==> src/ccet_defs.svh <==
// Register offsets, field positions, reset values and event flag positions of the calendar clock
`ifndef CCET_DEFS_SVH
`define CCET_DEFS_SVH
// Register byte offsets
`define CCET_CTRL 8'h00
`define CCET_HOUR_MODE 8'h04
`define CCET_TIME 8'h08
`define CCET_CAL 8'h0C
`define CCET_ALM_TIME 8'h10
`define CCET_ALM_CAL 8'h14
`define CCET_ALM_EN 8'h18
`define CCET_INT_EN 8'h1C
`define CCET_INT_DIS 8'h20
`define CCET_FLAGS 8'h24
`define CCET_FLAG_EN 8'h28
`define CCET_KEEP 8'h2C
`define CCET_TICK_DIV 8'h30
`define CCET_DENOM 8'h34
`define CCET_WAKE_PER 8'h38
`define CCET_WAKE_CTRL 8'h3C
`define CCET_WAKE_CLR 8'h40
`define CCET_WAKE_CNT 8'h44
// Field positions
`define CCET_SEC_LSB 8
`define CCET_MIN_LSB 16
`define CCET_HOUR_LSB 24
`define CCET_PM_BIT 30
`define CCET_DATE_LSB 8
`define CCET_MONTH_LSB 16
`define CCET_YEAR_LSB 20
`define CCET_CENT_LSB 27
`define CCET_FRAC_LSB 16
`define CCET_DIV_EN_BIT 31
`define CCET_RECUR_BIT 6
// Reset values
`define CCET_CTRL_RST 2'h3
`define CCET_DIV_INT_RST 10'h147
`define CCET_DIV_FRAC_RST 10'h2A8
`define CCET_DENOM_RST 10'h3E8
`define CCET_WAKE_PER_RST 13'h0064
`define CCET_CENT_RST 5'h14
// Event flag positions: sec, min, hour, half day, day, week, month, alarm
`define CCET_EV_ALARM 7
`endif

==> src/ccet_pkg.sv <==
// Types shared by the calendar clock
package ccet_pkg;
  typedef struct packed {
    logic [4:0] hour;
    logic [5:0] min;
    logic [5:0] sec;
    logic [6:0] hsec;
  } ccet_time_type;
  typedef struct packed {
    logic [4:0] century;
    logic [6:0] year;
    logic [3:0] month;
    logic [4:0] date;
    logic [2:0] dow;
  } ccet_cal_type;
endpackage

==> src/ccet_top.sv <==
// Calendar clock with alarms, rollover events and periodic wake counter
//
// The APB slave port and the register addresses were chosen for this implementation.
`timescale 1ns/1ps
`include "ccet_defs.svh"
module ccet_top #(
  parameter int WAKE_W = 13
) (
  // Clock and reset
  input wire logic clk_sys_i,
  input wire logic reset_n_i,
  input wire logic sw_reset_i,
  // Low-power clock pin
  input wire logic lp_clk_i,
  // APB slave
  input wire logic [7:0] paddr_i,
  input wire logic psel_i,
  input wire logic penable_i,
  input wire logic pwrite_i,
  input wire logic [31:0] pwdata_i,
  output logic [31:0] prdata_o,
  output logic pready_o,
  output logic pslverr_o,
  // Event outputs
  output logic rtc_irq_o,
  output logic wake_o,
  output logic wake_irq_o
);
  if (WAKE_W < 2 || WAKE_W > 16)
  begin : g_chk
    $error("WAKE_W must lie in 2..16");
  end

  // Month length, leap rule and 12-hour conversion
  function automatic logic is_leap(input logic [4:0] c, input logic [6:0] y);
    is_leap = (y == 7'h00) ? (c[1:0] == 2'h0) : (y[1:0] == 2'h0);
  endfunction
  function automatic logic [4:0] days_in(input logic [3:0] m, input logic lp);
    case (m)
      4'h2: days_in = lp ? 5'h1D : 5'h1C;
      4'h4, 4'h6, 4'h9, 4'hB: days_in = 5'h1E;
      default: days_in = 5'h1F;
    endcase
  endfunction
  function automatic logic [4:0] from12(input logic [4:0] h, input logic pm);
    if (h == 5'h0C)
      from12 = pm ? 5'h0C : 5'h00;
    else
      from12 = pm ? h + 5'h0C : h;
  endfunction
  function automatic logic [4:0] to12(input logic [4:0] h);
    if (h == 5'h00)
      to12 = 5'h0C;
    else
      to12 = (h > 5'h0C) ? h - 5'h0C : h;
  endfunction

  // ----------------------------------------
  // Registers
  // ----------------------------------------
  ccet_pkg::ccet_time_type tm, alm_t, next_tm;
  ccet_pkg::ccet_cal_type cal, alm_c, next_cal;
  logic time_dis, cal_dis, hour12, keep, div_en, recur, chk, tick, extra;
  logic [5:0] alm_en;
  logic [7:0] int_mask, flag_en, flags;
  logic [9:0] div_int, div_frac, div_den, lp_cnt, frac_acc;
  logic [WAKE_W-1:0] wake_per, wake_cnt;
  logic wake_en;
  logic lp_m, lp_s, lp_d;

  // ----------------------------------------
  // APB decode
  // ----------------------------------------
  wire setup = psel_i & ~penable_i;
  wire acc = psel_i & penable_i & pready_o;
  wire wr = acc & pwrite_i & ~pslverr_o & ~sw_reset_i; // Writes ignored in software reset
  wire rd = acc & ~pwrite_i;
  // Address is an argument so every assign using it re-evaluates when it changes
  function automatic logic at(input logic [7:0] p, input logic [7:0] a);
    at = (p == a);
  endfunction
  wire known = at(paddr_i, `CCET_CTRL) | at(paddr_i, `CCET_HOUR_MODE)
    | at(paddr_i, `CCET_TIME) | at(paddr_i, `CCET_CAL) | at(paddr_i, `CCET_ALM_TIME)
    | at(paddr_i, `CCET_ALM_CAL) | at(paddr_i, `CCET_ALM_EN) | at(paddr_i, `CCET_INT_EN)
    | at(paddr_i, `CCET_INT_DIS) | at(paddr_i, `CCET_FLAGS) | at(paddr_i, `CCET_FLAG_EN)
    | at(paddr_i, `CCET_KEEP) | at(paddr_i, `CCET_TICK_DIV) | at(paddr_i, `CCET_DENOM)
    | at(paddr_i, `CCET_WAKE_PER) | at(paddr_i, `CCET_WAKE_CTRL)
    | at(paddr_i, `CCET_WAKE_CLR) | at(paddr_i, `CCET_WAKE_CNT);

  // Write word as seen in the current hour format
  wire [4:0] w_hr_raw = pwdata_i[`CCET_HOUR_LSB+:5];
  wire w_pm = pwdata_i[`CCET_PM_BIT];
  wire [4:0] w_hr = hour12 ? from12(w_hr_raw, w_pm) : w_hr_raw;
  wire ccet_pkg::ccet_time_type w_tm = {w_hr, pwdata_i[`CCET_MIN_LSB+:6],
    pwdata_i[`CCET_SEC_LSB+:6], pwdata_i[6:0]};
  wire ccet_pkg::ccet_cal_type w_cal = {pwdata_i[`CCET_CENT_LSB+:5],
    pwdata_i[`CCET_YEAR_LSB+:7], pwdata_i[`CCET_MONTH_LSB+:4],
    pwdata_i[`CCET_DATE_LSB+:5], pwdata_i[2:0]};
  // Out-of-range writes to the time, alarm time or calendar register are refused whole with pslverr
  wire hr_ok = hour12 ? (w_hr_raw != 5'h00 && w_hr_raw <= 5'h0C) : (w_hr_raw <= 5'h17);
  wire tm_ok = hr_ok && w_tm.min <= 6'h3B && w_tm.sec <= 6'h3B && w_tm.hsec <= 7'h63;
  wire mo_ok = w_cal.month != 4'h0 && w_cal.month <= 4'hC;
  wire cal_ok = mo_ok && w_cal.dow != 3'h0 && w_cal.date != 5'h00
    && w_cal.date <= days_in(w_cal.month, is_leap(w_cal.century, w_cal.year))
    && w_cal.year <= 7'h63 && w_cal.century >= 5'h13 && w_cal.century <= 5'h1D;
  wire bad_wr = ((at(paddr_i, `CCET_TIME) | at(paddr_i, `CCET_ALM_TIME)) & ~tm_ok)
    | (at(paddr_i, `CCET_CAL) & ~cal_ok);

  wire wr_time = wr & at(paddr_i, `CCET_TIME);
  wire wr_cal = wr & at(paddr_i, `CCET_CAL);
  wire rd_wclr = rd & at(paddr_i, `CCET_WAKE_CLR);
  wire [7:0] flag_clr = (rd & at(paddr_i, `CCET_FLAGS)) ? prdata_o[7:0] : 8'h00;

  // Read mux, hour shown in the selected format
  logic [31:0] rd_mux;
  wire [4:0] r_hr = hour12 ? to12(tm.hour) : tm.hour;
  wire [4:0] ra_hr = hour12 ? to12(alm_t.hour) : alm_t.hour;
  wire r_pm = hour12 & (tm.hour >= 5'h0C);
  wire ra_pm = hour12 & (alm_t.hour >= 5'h0C);
  always_comb
  begin
    rd_mux = 32'h0000_0000;
    case (paddr_i)
      `CCET_CTRL: rd_mux = {30'h0, cal_dis, time_dis};
      `CCET_HOUR_MODE: rd_mux = {31'h0, hour12};
      `CCET_TIME: rd_mux = {1'b0, r_pm, 1'b0, r_hr, 2'h0, tm.min, 2'h0, tm.sec, 1'b0, tm.hsec};
      `CCET_CAL: rd_mux = {cal.century, cal.year, cal.month, 3'h0, cal.date, 5'h0, cal.dow};
      `CCET_ALM_TIME: rd_mux = {1'b0, ra_pm, 1'b0, ra_hr, 2'h0, alm_t.min, 2'h0,
        alm_t.sec, 1'b0, alm_t.hsec};
      `CCET_ALM_CAL: rd_mux = {12'h0, alm_c.month, 3'h0, alm_c.date, 8'h0};
      `CCET_ALM_EN: rd_mux = {25'h0, recur, alm_en};
      `CCET_INT_EN: rd_mux = {24'h0, int_mask};
      `CCET_FLAGS: rd_mux = {24'h0, flags};
      `CCET_FLAG_EN: rd_mux = {24'h0, flag_en};
      `CCET_KEEP: rd_mux = {31'h0, keep};
      `CCET_TICK_DIV: rd_mux = {div_en, 5'h0, div_frac, 6'h0, div_int};
      `CCET_DENOM: rd_mux = {22'h0, div_den};
      `CCET_WAKE_PER: rd_mux = 32'(wake_per);
      `CCET_WAKE_CTRL: rd_mux = {31'h0, wake_en};
      `CCET_WAKE_CNT: rd_mux = 32'(wake_cnt);
      default: rd_mux = 32'h0000_0000;
    endcase
  end

  // Answer one cycle after setup: pready rises in the access phase
  always_ff @(posedge clk_sys_i or negedge reset_n_i)
  begin
    if (!reset_n_i)
    begin
      pready_o <= 1'b0;
      pslverr_o <= 1'b0;
      prdata_o <= 32'h0000_0000;
    end
    else
    begin
      pready_o <= setup;
      pslverr_o <= setup & (~known | (pwrite_i & bad_wr));
      prdata_o <= (setup & ~pwrite_i & known) ? rd_mux : 32'h0000_0000;
    end
  end

  // ----------------------------------------
  // Tick divider
  // ----------------------------------------
  // Low-power clock is a foreign pin: two flops before any use
  always_ff @(posedge clk_sys_i or negedge reset_n_i)
  begin
    if (!reset_n_i)
      {lp_m, lp_s, lp_d} <= 3'h0;
    else
      {lp_m, lp_s, lp_d} <= {lp_clk_i, lp_m, lp_s};
  end
  // Period is int or int+1 edges; fraction accumulates against denominator
  wire lp_rise = lp_s & ~lp_d;
  wire [10:0] frac_sum = {1'b0, frac_acc} + {1'b0, div_frac};
  wire frac_wrap = frac_sum >= {1'b0, div_den};
  wire [10:0] lim = {1'b0, div_int} + {10'h000, extra};
  wire period_end = lp_rise & ({1'b0, lp_cnt} + 11'h001 >= lim);
  always_ff @(posedge clk_sys_i or negedge reset_n_i)
  begin
    if (!reset_n_i)
      {lp_cnt, frac_acc, extra, tick} <= 22'h0;
    else if (!div_en)
      {lp_cnt, frac_acc, extra, tick} <= 22'h0;
    else
    begin
      tick <= period_end;
      if (period_end)
      begin
        lp_cnt <= 10'h000;
        frac_acc <= frac_wrap ? 10'(frac_sum - {1'b0, div_den}) : frac_sum[9:0];
        extra <= frac_wrap;
      end
      else if (lp_rise)
        lp_cnt <= lp_cnt + 10'h001;
    end
  end

  // ----------------------------------------
  // Time and calendar counting
  // ----------------------------------------
  wire t_run = tick & ~time_dis;
  wire hs_w = tm.hsec == 7'h63;
  wire s_w = hs_w & (tm.sec == 6'h3B);
  wire m_w = s_w & (tm.min == 6'h3B);
  wire h_w = m_w & (tm.hour == 5'h17);
  wire half_w = m_w & (tm.hour == 5'h0B);
  wire c_run = t_run & h_w & ~cal_dis;
  wire d_w = cal.date == days_in(cal.month, is_leap(cal.century, cal.year));
  wire mo_w = d_w & (cal.month == 4'hC);
  wire y_w = mo_w & (cal.year == 7'h63);
  // Each unit carries into the next on overflow
  assign next_tm.hsec = hs_w ? 7'h00 : tm.hsec + 7'h01;
  assign next_tm.sec = s_w ? 6'h00 : (hs_w ? tm.sec + 6'h01 : tm.sec);
  assign next_tm.min = m_w ? 6'h00 : (s_w ? tm.min + 6'h01 : tm.min);
  assign next_tm.hour = h_w ? 5'h00 : (m_w ? tm.hour + 5'h01 : tm.hour);
  assign next_cal.dow = (cal.dow == 3'h7) ? 3'h1 : cal.dow + 3'h1;
  assign next_cal.date = d_w ? 5'h01 : cal.date + 5'h01;
  assign next_cal.month = mo_w ? 4'h1 : (d_w ? cal.month + 4'h1 : cal.month);
  assign next_cal.year = y_w ? 7'h00 : (mo_w ? cal.year + 7'h01 : cal.year);
  // After 2999 the count wraps to 1900
  assign next_cal.century = !y_w ? cal.century
    : (cal.century == 5'h1D ? 5'h13 : cal.century + 5'h01);

  wire keep_clr = sw_reset_i & ~keep;
  always_ff @(posedge clk_sys_i or negedge reset_n_i)
  begin
    if (!reset_n_i)
    begin
      tm <= '0;
      cal <= {`CCET_CENT_RST, 7'h00, 4'h1, 5'h01, 3'h1};
    end
    else if (keep_clr)
    begin
      tm <= '0;
      cal <= {`CCET_CENT_RST, 7'h00, 4'h1, 5'h01, 3'h1};
    end
    else
    begin
      if (wr_time)
        tm <= w_tm;
      else if (t_run)
        tm <= next_tm;
      if (wr_cal)
        cal <= w_cal;
      else if (c_run)
        cal <= next_cal;
    end
  end

  // ----------------------------------------
  // Alarm and events
  // ----------------------------------------
  // Compare one cycle after the step so the new time is seen
  wire [5:0] alm_eq = {cal.month == alm_c.month, cal.date == alm_c.date,
    tm.hour == alm_t.hour, tm.min == alm_t.min, tm.sec == alm_t.sec,
    tm.hsec == alm_t.hsec};
  wire alarm_hit = chk & (|alm_en) & (&(~alm_en | alm_eq));
  wire [7:0] ev = {alarm_hit, c_run & d_w, c_run & (cal.dow == 3'h7), c_run,
    t_run & (half_w | h_w), t_run & m_w, t_run & s_w, t_run & hs_w};
  // Hardware set wins over the read-clear in the same cycle
  wire [7:0] next_flags = (flags & ~flag_clr) | (ev & flag_en);

  // ----------------------------------------
  // Wake counter
  // ----------------------------------------
  wire wake_step = tick & wake_en;
  wire wake_hit = wake_step & (wake_cnt == WAKE_W'(1));
  wire next_wake = wake_hit | (wake_o & ~rd_wclr);

  // ----------------------------------------
  // Control registers and sticky state
  // ----------------------------------------
  always_ff @(posedge clk_sys_i or negedge reset_n_i)
  begin
    if (!reset_n_i)
    begin
      {time_dis, cal_dis} <= `CCET_CTRL_RST;
      {hour12, keep, div_en, recur, chk, wake_en} <= 6'h00;
      {alm_en, int_mask, flag_en, flags} <= 30'h0;
      alm_t <= '0;
      alm_c <= '0;
      div_int <= `CCET_DIV_INT_RST;
      div_frac <= `CCET_DIV_FRAC_RST;
      div_den <= `CCET_DENOM_RST;
      wake_per <= WAKE_W'(`CCET_WAKE_PER_RST);
      wake_cnt <= '0;
      {wake_o, wake_irq_o, rtc_irq_o} <= 3'h0;
    end
    else if (sw_reset_i)
    begin
      {time_dis, cal_dis} <= `CCET_CTRL_RST;
      {hour12, div_en, recur, chk, wake_en} <= 5'h00;
      {alm_en, int_mask, flag_en, flags} <= 30'h0;
      wake_cnt <= '0;
      {wake_o, wake_irq_o, rtc_irq_o} <= 3'h0;
      keep <= keep;
    end
    else
    begin
      chk <= t_run;
      flags <= next_flags;
      rtc_irq_o <= |(flags & int_mask);
      wake_o <= next_wake;
      wake_irq_o <= next_wake;
      if (!wake_en)
        wake_cnt <= wake_per;
      else if (wake_step)
        wake_cnt <= (wake_cnt == '0) ? wake_per : wake_cnt - WAKE_W'(1);
      if (alarm_hit && !recur)
        alm_en <= 6'h00;
      if (wr)
      begin
        case (paddr_i)
          `CCET_CTRL: {cal_dis, time_dis} <= pwdata_i[1:0];
          `CCET_HOUR_MODE: hour12 <= pwdata_i[0];
          `CCET_ALM_TIME: alm_t <= w_tm;
          `CCET_ALM_CAL: alm_c <= {12'h0, pwdata_i[`CCET_MONTH_LSB+:4],
            pwdata_i[`CCET_DATE_LSB+:5], 3'h0};
          `CCET_ALM_EN: {recur, alm_en} <= pwdata_i[`CCET_RECUR_BIT:0];
          `CCET_INT_EN: int_mask <= int_mask | pwdata_i[7:0];
          `CCET_INT_DIS: int_mask <= int_mask & ~pwdata_i[7:0];
          `CCET_FLAG_EN: flag_en <= pwdata_i[7:0];
          `CCET_KEEP: keep <= pwdata_i[0];
          `CCET_TICK_DIV:
          begin
            div_int <= pwdata_i[9:0];
            div_frac <= pwdata_i[`CCET_FRAC_LSB+:10];
            div_en <= pwdata_i[`CCET_DIV_EN_BIT];
          end
          `CCET_DENOM: div_den <= pwdata_i[9:0];
          `CCET_WAKE_PER: wake_per <= pwdata_i[WAKE_W-1:0];
          `CCET_WAKE_CTRL: wake_en <= pwdata_i[0];
          default: chk <= t_run;
        endcase
      end
    end
  end
endmodule

==> config.mk <==
export PLATFORM = sky130hd
export DESIGN_NAME = ccet_top
export DESIGN_NICKNAME = d
export VERILOG_FILES = /design/src/ccet_pkg.sv /design/src/ccet_top.sv
export VERILOG_INCLUDE_DIRS = /design/src /design/src/src
export SDC_FILE = /design/constraint.sdc
export NUM_CORES = 1
export LEC_CHECK = 0
export ABC_AREA = 1
export BUFFER_PORTS_ARGS = -buffer_cell sky130_fd_sc_hd__buf_2
export CAP_MARGIN = 20
export CORE_ASPECT_RATIO = 0.7
export CORE_MARGIN = 2
export CORE_UTILIZATION = 50
export DETAILED_ROUTE_END_ITERATION = 8
export PLACE_DENSITY_LB_ADDON = 0.08
export SLEW_MARGIN = 20
export SYNTH_ARGS = -nofsm -noshare
export SYNTH_HDL_FRONTEND = slang
export SYNTH_SLANG_ARGS = --single-unit
==> constraint.sdc <==
create_clock -name clk_sys_i -period 6.3 [get_ports clk_sys_i]
set_input_delay 0.315 -clock clk_sys_i [delete_from_list [all_inputs] [get_ports clk_sys_i]]
set_output_delay 0.315 -clock clk_sys_i [all_outputs]
set_load 0.03 [all_outputs]
==> impl_results.md, run 1 <==
- Status: finished, final reports clean
- CTS tree: built
- Count of final setup violators: 0
- Ratio of cells with drive above 1 in the final layout: 10.8%
- Critical Path RT: 6.73 ns
- Yosys warnings: 0
- Post-Syn Instances: 1881
- Post-Syn Area: 14600 um2
- Synth top area cells: dfrtp_1 (36%), nand2_1 (11%), inv_1 (5.6%)
- Startpoint types: flip-flop
- Remaining DRCs: 0
- Synth area leader: dfrtp_1
- Final hold slack: 0.0310 ns
- Pins Over Slew Limit: 0
- Vias post-DR: 13817
- Initial antenna violation count: 2
- DRT iter0 DRCs: 1573
- Placed wire-length estimate: 36100 um
- Seq cells post-synth: 234
- Crit end category: flip-flop
- Sequential Power Share: 43.8%
- TritonCTS sink count: 234
- Ports: 84
- Power density cells: 226 nW/um2
- Switching component of the power: 1.03 mW
- Crit Path Max Fanout: 12
- Rel. slew slack: 33.8%
- Synth-to-Final Area Change: 10.7%
- Least-Margin Pin Slew: 0.991 ns
- Min Tclk post-route: 3.68 ns
- Fmax: 271 MHz
- Row count: 52
- Clock power frac: 44.2%
- Library cells used by synthesis: 63
- Critical path class: reg2reg
- Floorplan die width: 208 um
- Wire length of the first global-routing pass: 75900 um
- Post-synth ARST share: 100%
- Final TNS setup: 0 ns
- H-tree levels: 1
- Arr. time, crit path: 4.12 ns
- Multiplexer share of the synthesized area: 0%
- RePlAce Congestion: 0.950
- Die Y: 147 um
- Combinational power share: 12.0%
- Root buf cell: clkbuf_16
- Placeable Area: 28800 um2
- Initial core utilization: 50.6%
- CTS Buf Count: 26
- Main synth FF type: dfrtp_1
- Vias in the first global route: 12660
- Max_cap viols: 0
- Hold WC Path Type: in2reg
- PortBufs: 79
- Final net count: 2056
- Largest family of logic cells by synthesized area: simple AND/OR/NAND/NOR gates
- Synth top area share: 35.8%
- Final hold viol count: 0
- Clock latency on the worst-skew pair: 0.56 ns
- Post-CTS Setup Repair Bufs: 0
- DRT Wirelength: 49200 um
- Peak supply drop: 169 uV
- Pin count of the biggest net entering global routing: 98
- Clock-pin slew on the worst setup and hold paths: 0.06 ns
- Syn avg cell area: 7.76 um2
- Avg WL per Cell: 21.0 um
- Post-Synth XOR/XNOR Area: 4.74%
- Compound-Gate Fraction of Synth Area: 17.0%
- Post-synthesis simple-gate area fraction: 24.1%
- Final period util: 58.5%
- Number of synthesized flops with an enable pin: 0
- Final Skew: 0.0122 ns
- Leakage: 7.55 nW
- 1st-pass router iterations: 5
- Seq/Total Area, Yosys: 40.3%
- Final antenna-violating net count: 0
- Clock tree buffer depth: 3
- Die area: 30600 um2
- RSZ-0062 raised after global routing: false
- Internal power: 2.63 mW
- Total global-route track usage: 32.3%
- Synth Area in Adders: 5.76%
- Fillers: 2721
- Drt via density: 5.90
- GRT overflow: 0
- Net Sw Frac: 28.1%
-- worst max-delay path, stage by stage, from the launching register on --
cell,delay [ns]
dfrtp_1,0.39
ha_1,0.21
inv_1,0.06
fa_1,0.44
o31ai_1,0.31
xnor2_1,0.15
inv_1,0.08
ha_1,0.38
a21oi_1,0.09
o21a_1,0.16
nand2_1,0.11
nand2_1,0.08
nand2_1,0.06
nand2_1,0.04
nand2_1,0.32
clkinv_1,0.40
nand3_1,0.19
nand3_1,0.09
-- power by group through the flow --
stage	registers, mW	clock network [mW]	logic (mW)
final	1.60	1.62	0.439
after global routing	1.61	1.68	0.486
after CTS	1.60	1.63	0.431
after detailed placement	1.63	0	0.426
after global placement	1.63	0	0.417
after floorplan	1.61	0	0.289
-- kinds of logic after synthesis --
kind of cell	after synthesis
xor gates and xnor gates	79
other	1
AOI/OAI and AO/OA	429
buffers and inverters	291
adders and majority gates	66
DFF	234
and+or+nand+nor	781
-- cells in the final DEF (no fill, tap or decap), drive strengths merged, types with 2 or more instances in the layout --
cell / instances
o211ai: 11
o31ai: 6
nor4: 4
ha: 64
clkbuf: 41
o2111ai: 8
xor2: 51
a211oi: 4
a22o: 2
o21ai: 193
bufinv: 2
dfstp: 25
o22ai: 48
clkinv: 5
a21oi: 99
a41oi: 4
nand4: 26
conb: 2
fa: 2
o21a: 3
a31oi: 17
o221ai: 4
a221oi: 14
o32ai: 2
nand3b: 7
nand3: 156
o21bai: 3
xnor2: 28
dfrtp: 209
nand2: 421
inv: 233
buf: 88
nor3: 24
a22oi: 6
nor3b: 2
nor2: 140
dlygate4sd3: 2
-- metrics by stage --
stage	cells	instance area (um2)	total power, mW	setup WS (ns)	util, %
floorplan	1882	14600	1.90	3.40	-
global placement	2290	15200	2.04	2.75	52.9
detailed placement	2290	15200	2.05	2.71	52.9
CTS	2339	16100	3.66	2.64	56.0
global route	2340	16200	3.78	2.20	56.0
finish	2341	16200	3.66	2.62	56.1
-- per-layer routing --
metal  wire (um)  GRT usage (%)  vias up
met5           0              0        -
met1       22800           49.1     6645
li1            -              -     6464
met2       20400           46.4      638
met4         995           7.52        0
met3        4930           7.35       70
-- final cells by class --
cell class	instances	area (um2)	share of cell area (%)
sequential	234	5890	36.4
tap	378	473	2.93
multi-input combinational	1357	7540	46.6
timing repair buffer	90	493	3.05
clock inverter	6	83.8	0.519
inverter	234	883	5.47
clock buffer	41	798	4.94
antenna	1	2.50	0.0155
-- state kept, by name, summed over array words and instances, names as in the netlist, 6 cells and up --
name,cells
tm,24
div_int,10
div_frac,10
alm_c,9
alm_en,6
div_den,10
prdata_o,30
wake_per,13
flags,8
int_mask,8
frac_acc,10
flag_en,8
lp_cnt,10
cal,24
alm_t,24
wake_cnt,13
-- synth_stat cells (all sizes together), types with 3 or more instances --
cell type    n
nand4       26
o211ai      11
a211oi       4
a41oi        4
nor4         4
buf         31
o22ai       48
ha          64
nand3      156
clkbuf      26
dfstp       25
inv        232
nor2       140
a221oi      14
o221ai       4
xor2        51
o21bai       3
a31oi       17
xnor2       28
nor3        24
nand3b       7
o21ai      193
a21oi       99
o2111ai      8
o31ai        6
a22oi        6
dfrtp      209
nand2      421
o21a         3
-- timing repair --
item,4_1_cts,5_1_grt
resized for setup,0,0
hold endpoints to repair,82,0
hold buffers,2,0
-- final timing paths --
| path | from | end | slack (ns) | depth (start not counted) |
|---|---|---|---|---|
| setup / recovery | div_frac[0] | frac_acc[5] | 2.62 | 17 |
| hold / removal | pwdata_i[23] | div_frac[7] | 0.03 | 3 |
| setup reg to reg | div_frac[0] | frac_acc[5] | 2.62 | 17 |
| hold reg to reg | lp_m | lp_s | 0.35 | 0 |
| max in group asynchronous | reset_n_i | alm_t[19] | 4.39 | 3 |
| min in group asynchronous | reset_n_i | prdata_o[25] | 0.33 | 2 |
No activity file was read; power rests on OpenSTA's default activity.
==> run 2, diff against run 1 <==
- clock period: 6.3 -> 3.68 ns (I/O delays scaled with it)
==> run 2 against run 1 <==
  * Maximum frequency increased by 8.4%
  * Flip-flop and latch count stayed put
  * Worst hold slack worse by 0.011 ns
  * Utilization rose by 1.7 points
  * First-iteration DRC count shrank 15%
  * Critical endpoint is now lp_cnt[3]
  * Sequential share of layout area fell by 1.1 points
  * Clock-buffer cell count fell by 6
==> impl_results.md, run 2 (same netlist as run 1, synthesis figures left out) <==
- PortBufs: 79
- Final net count: 2096
- Placed Area: 15400 um2
- Final Skew: 0.0221 ns
- Placeable Area: 28800 um2
- Placed wire-length estimate: 36600 um
- Worst hold stages: 3
- Min Tclk post-route: 3.40 ns
- HP Start: pwdata_i[0]
- Avg WL per Cell: 20.7 um
- Crit-path slowest cell: dfstp_2
- Root buf cell: clkbuf_16
- CP top delay family: compound AO/OA/AOI/OAI gates
- Total global-route track usage: 32.2%
- Crit path top cell by count: ha_1
- Final hold slack: 0.0199 ns
- Final hold viol count: 0
- Final Instance Count excl. Fillers: 2381
- CTS tree: built
- ANT cells: 0
- Least-Margin Pin Slew: 0.975 ns
- Critical path class: reg2reg
- Worst hold endpoint: div_int[0]
- Peak supply drop: 320 uV
- Die Y: 147 um
- Synth-to-Final Area Change: 14.1%
- Max_cap viols: 0
- CTS Buf Count: 26
- Remaining DRCs: 0
- Row count: 52
- Crit-path max cell delay: 0.53 ns
- DRT Wirelength: 49200 um
- Largest register FFs: 30
- Status: finished, final reports clean
- Reg2reg end: lp_cnt[3]
- TritonCTS sink count: 234
- Initial antenna violation count: 0
- R2R Setup Slk: 0.28 ns
- GRT overflow: 0
- Final antenna-violating net count: 0
- Design Area, Final: 16700 um2
- Post-CTS Setup Repair Bufs: 0
- Commonest non-fill, non-tap cell in the layout: nand2_1
- Final Power: 6.56 mW
- Power density cells: 394 nW/um2
- DRT iter0 DRCs: 1344
- Worst Reg2Reg Path Length in Cells: 15
- RSZ-0062 raised after global routing: false
- Wire length of the first global-routing pass: 75600 um
- Clock-pin slew on the worst setup and hold paths: 0.06 ns
- Crit path buf inv count: 1
- Clock latency on the worst-skew pair: 0.56 ns
- Reg2reg start: div_int[0]
- RePlAce Congestion: 0.948
- Initial core utilization: 50.6%
- Drt via density: 5.83
- Clock tree buffer depth: 3
- Vias in the first global route: 12859
- Pins Over Slew Limit: 0
- Vias post-DR: 13873
- Commonest non-fill, non-tap cells in the layout: nand2_1 (416), inv_1 (217), dfrtp_1 (209)
- Count of final setup violators: 0
- Floorplan die width: 208 um
- Cells along the critical path: ha_1 -> ha_1 -> nand3_1 -> nand3b_1 -> nor2_1 -> nand2_1 -> xor2_1 -> ha_1 -> a21oi_1 -> o21a_1 -> nand3_1 -> o21ai_1 -> buf_4 -> nand2_1 -> o21ai_0
- Biggest register: prdata_o
- Die area: 30600 um2
- Rel. slew slack: 35.0%
- Ratio of cells with drive above 1 in the final layout: 11.6%
- H-tree levels: 1
- Crit Path Max Fanout: 15
- Final period util: 92.4%
- Startpoint types: flip-flop
- Hold WC Path Type: in2reg
- Crit end category: flip-flop
- Final TNS setup: 0 ns
- Arr. time, crit path: 3.85 ns
- Fmax: 294 MHz
- Ports: 84
- Inst Count DP: 2305
- Leakage: 7.77 nW
- 1st-pass router iterations: 6
- Pin count of the biggest net entering global routing: 108
- Critical Path RT: 4.13 ns
[run 2: tightest hold or removal path: stages]
cell     delay [ns]
buf_2          0.18
nand2_1        0.09
o21ai_0        0.09
[run 2: what timing repair did]
action,in CTS,in global routing
resized for setup,0,1
hold endpoints to repair,132,0
hold buffers,28,0
endpoints found under the setup margin,0,11
[run 2: area by class of cell]
cell class / instances / area [um2]
Multi-Input combinational cell: 1357 / 7540
Clock inverter: 13 / 238
Clock buffer: 35 / 766
Tap cell: 378 / 473
Timing Repair Buffer: 130 / 871
Sequential cell: 234 / 5890
Fill cell: 2691 / 12200
Inverter: 234 / 883
[run 2: worst max path at each step]
stage | to | cells after the start | slack (ns) | from
after floorplan | frac_acc[9] | 16 | 0.78 | div_int[0]
after global placement | frac_acc[4] | 16 | 0.06 | div_int[0]
after detailed placement | frac_acc[0] | 14 | 0.24 | div_int[0]
after CTS | frac_acc[1] | 14 | 0.18 | div_int[0]
after global routing | frac_acc[5] | 20 | 0.008 | div_frac[2]
final | lp_cnt[3] | 15 | 0.28 | div_int[0]
[run 2: metrics by stage]
step,setup slack (ns),utilization [%]
floorplan,0.781,-
global placement,0.0584,53.3
detailed placement,0.236,53.3
CTS,0.184,57.8
global route,0.00765,57.8
finish,0.281,57.8
[run 2: report_power, final]
group / leakage [nW] / internal [mW] / switching, mW
combinational: 4.20 / 0.250 / 0.526
sequential: 3.09 / 2.65 / 0.0931
clock: 0.482 / 1.89 / 1.16
total: 7.77 / 4.79 / 1.78
[run 2: metal layers]
| metal | wire length, um | GRT usage [%] |
|---|---|---|
| met1 | 22500 | 48.5 |
| met2 | 19900 | 45.5 |
| met3 | 5520 | 8.59 |
| met4 | 1280 | 8.24 |
| met5 | 0 | 0 |
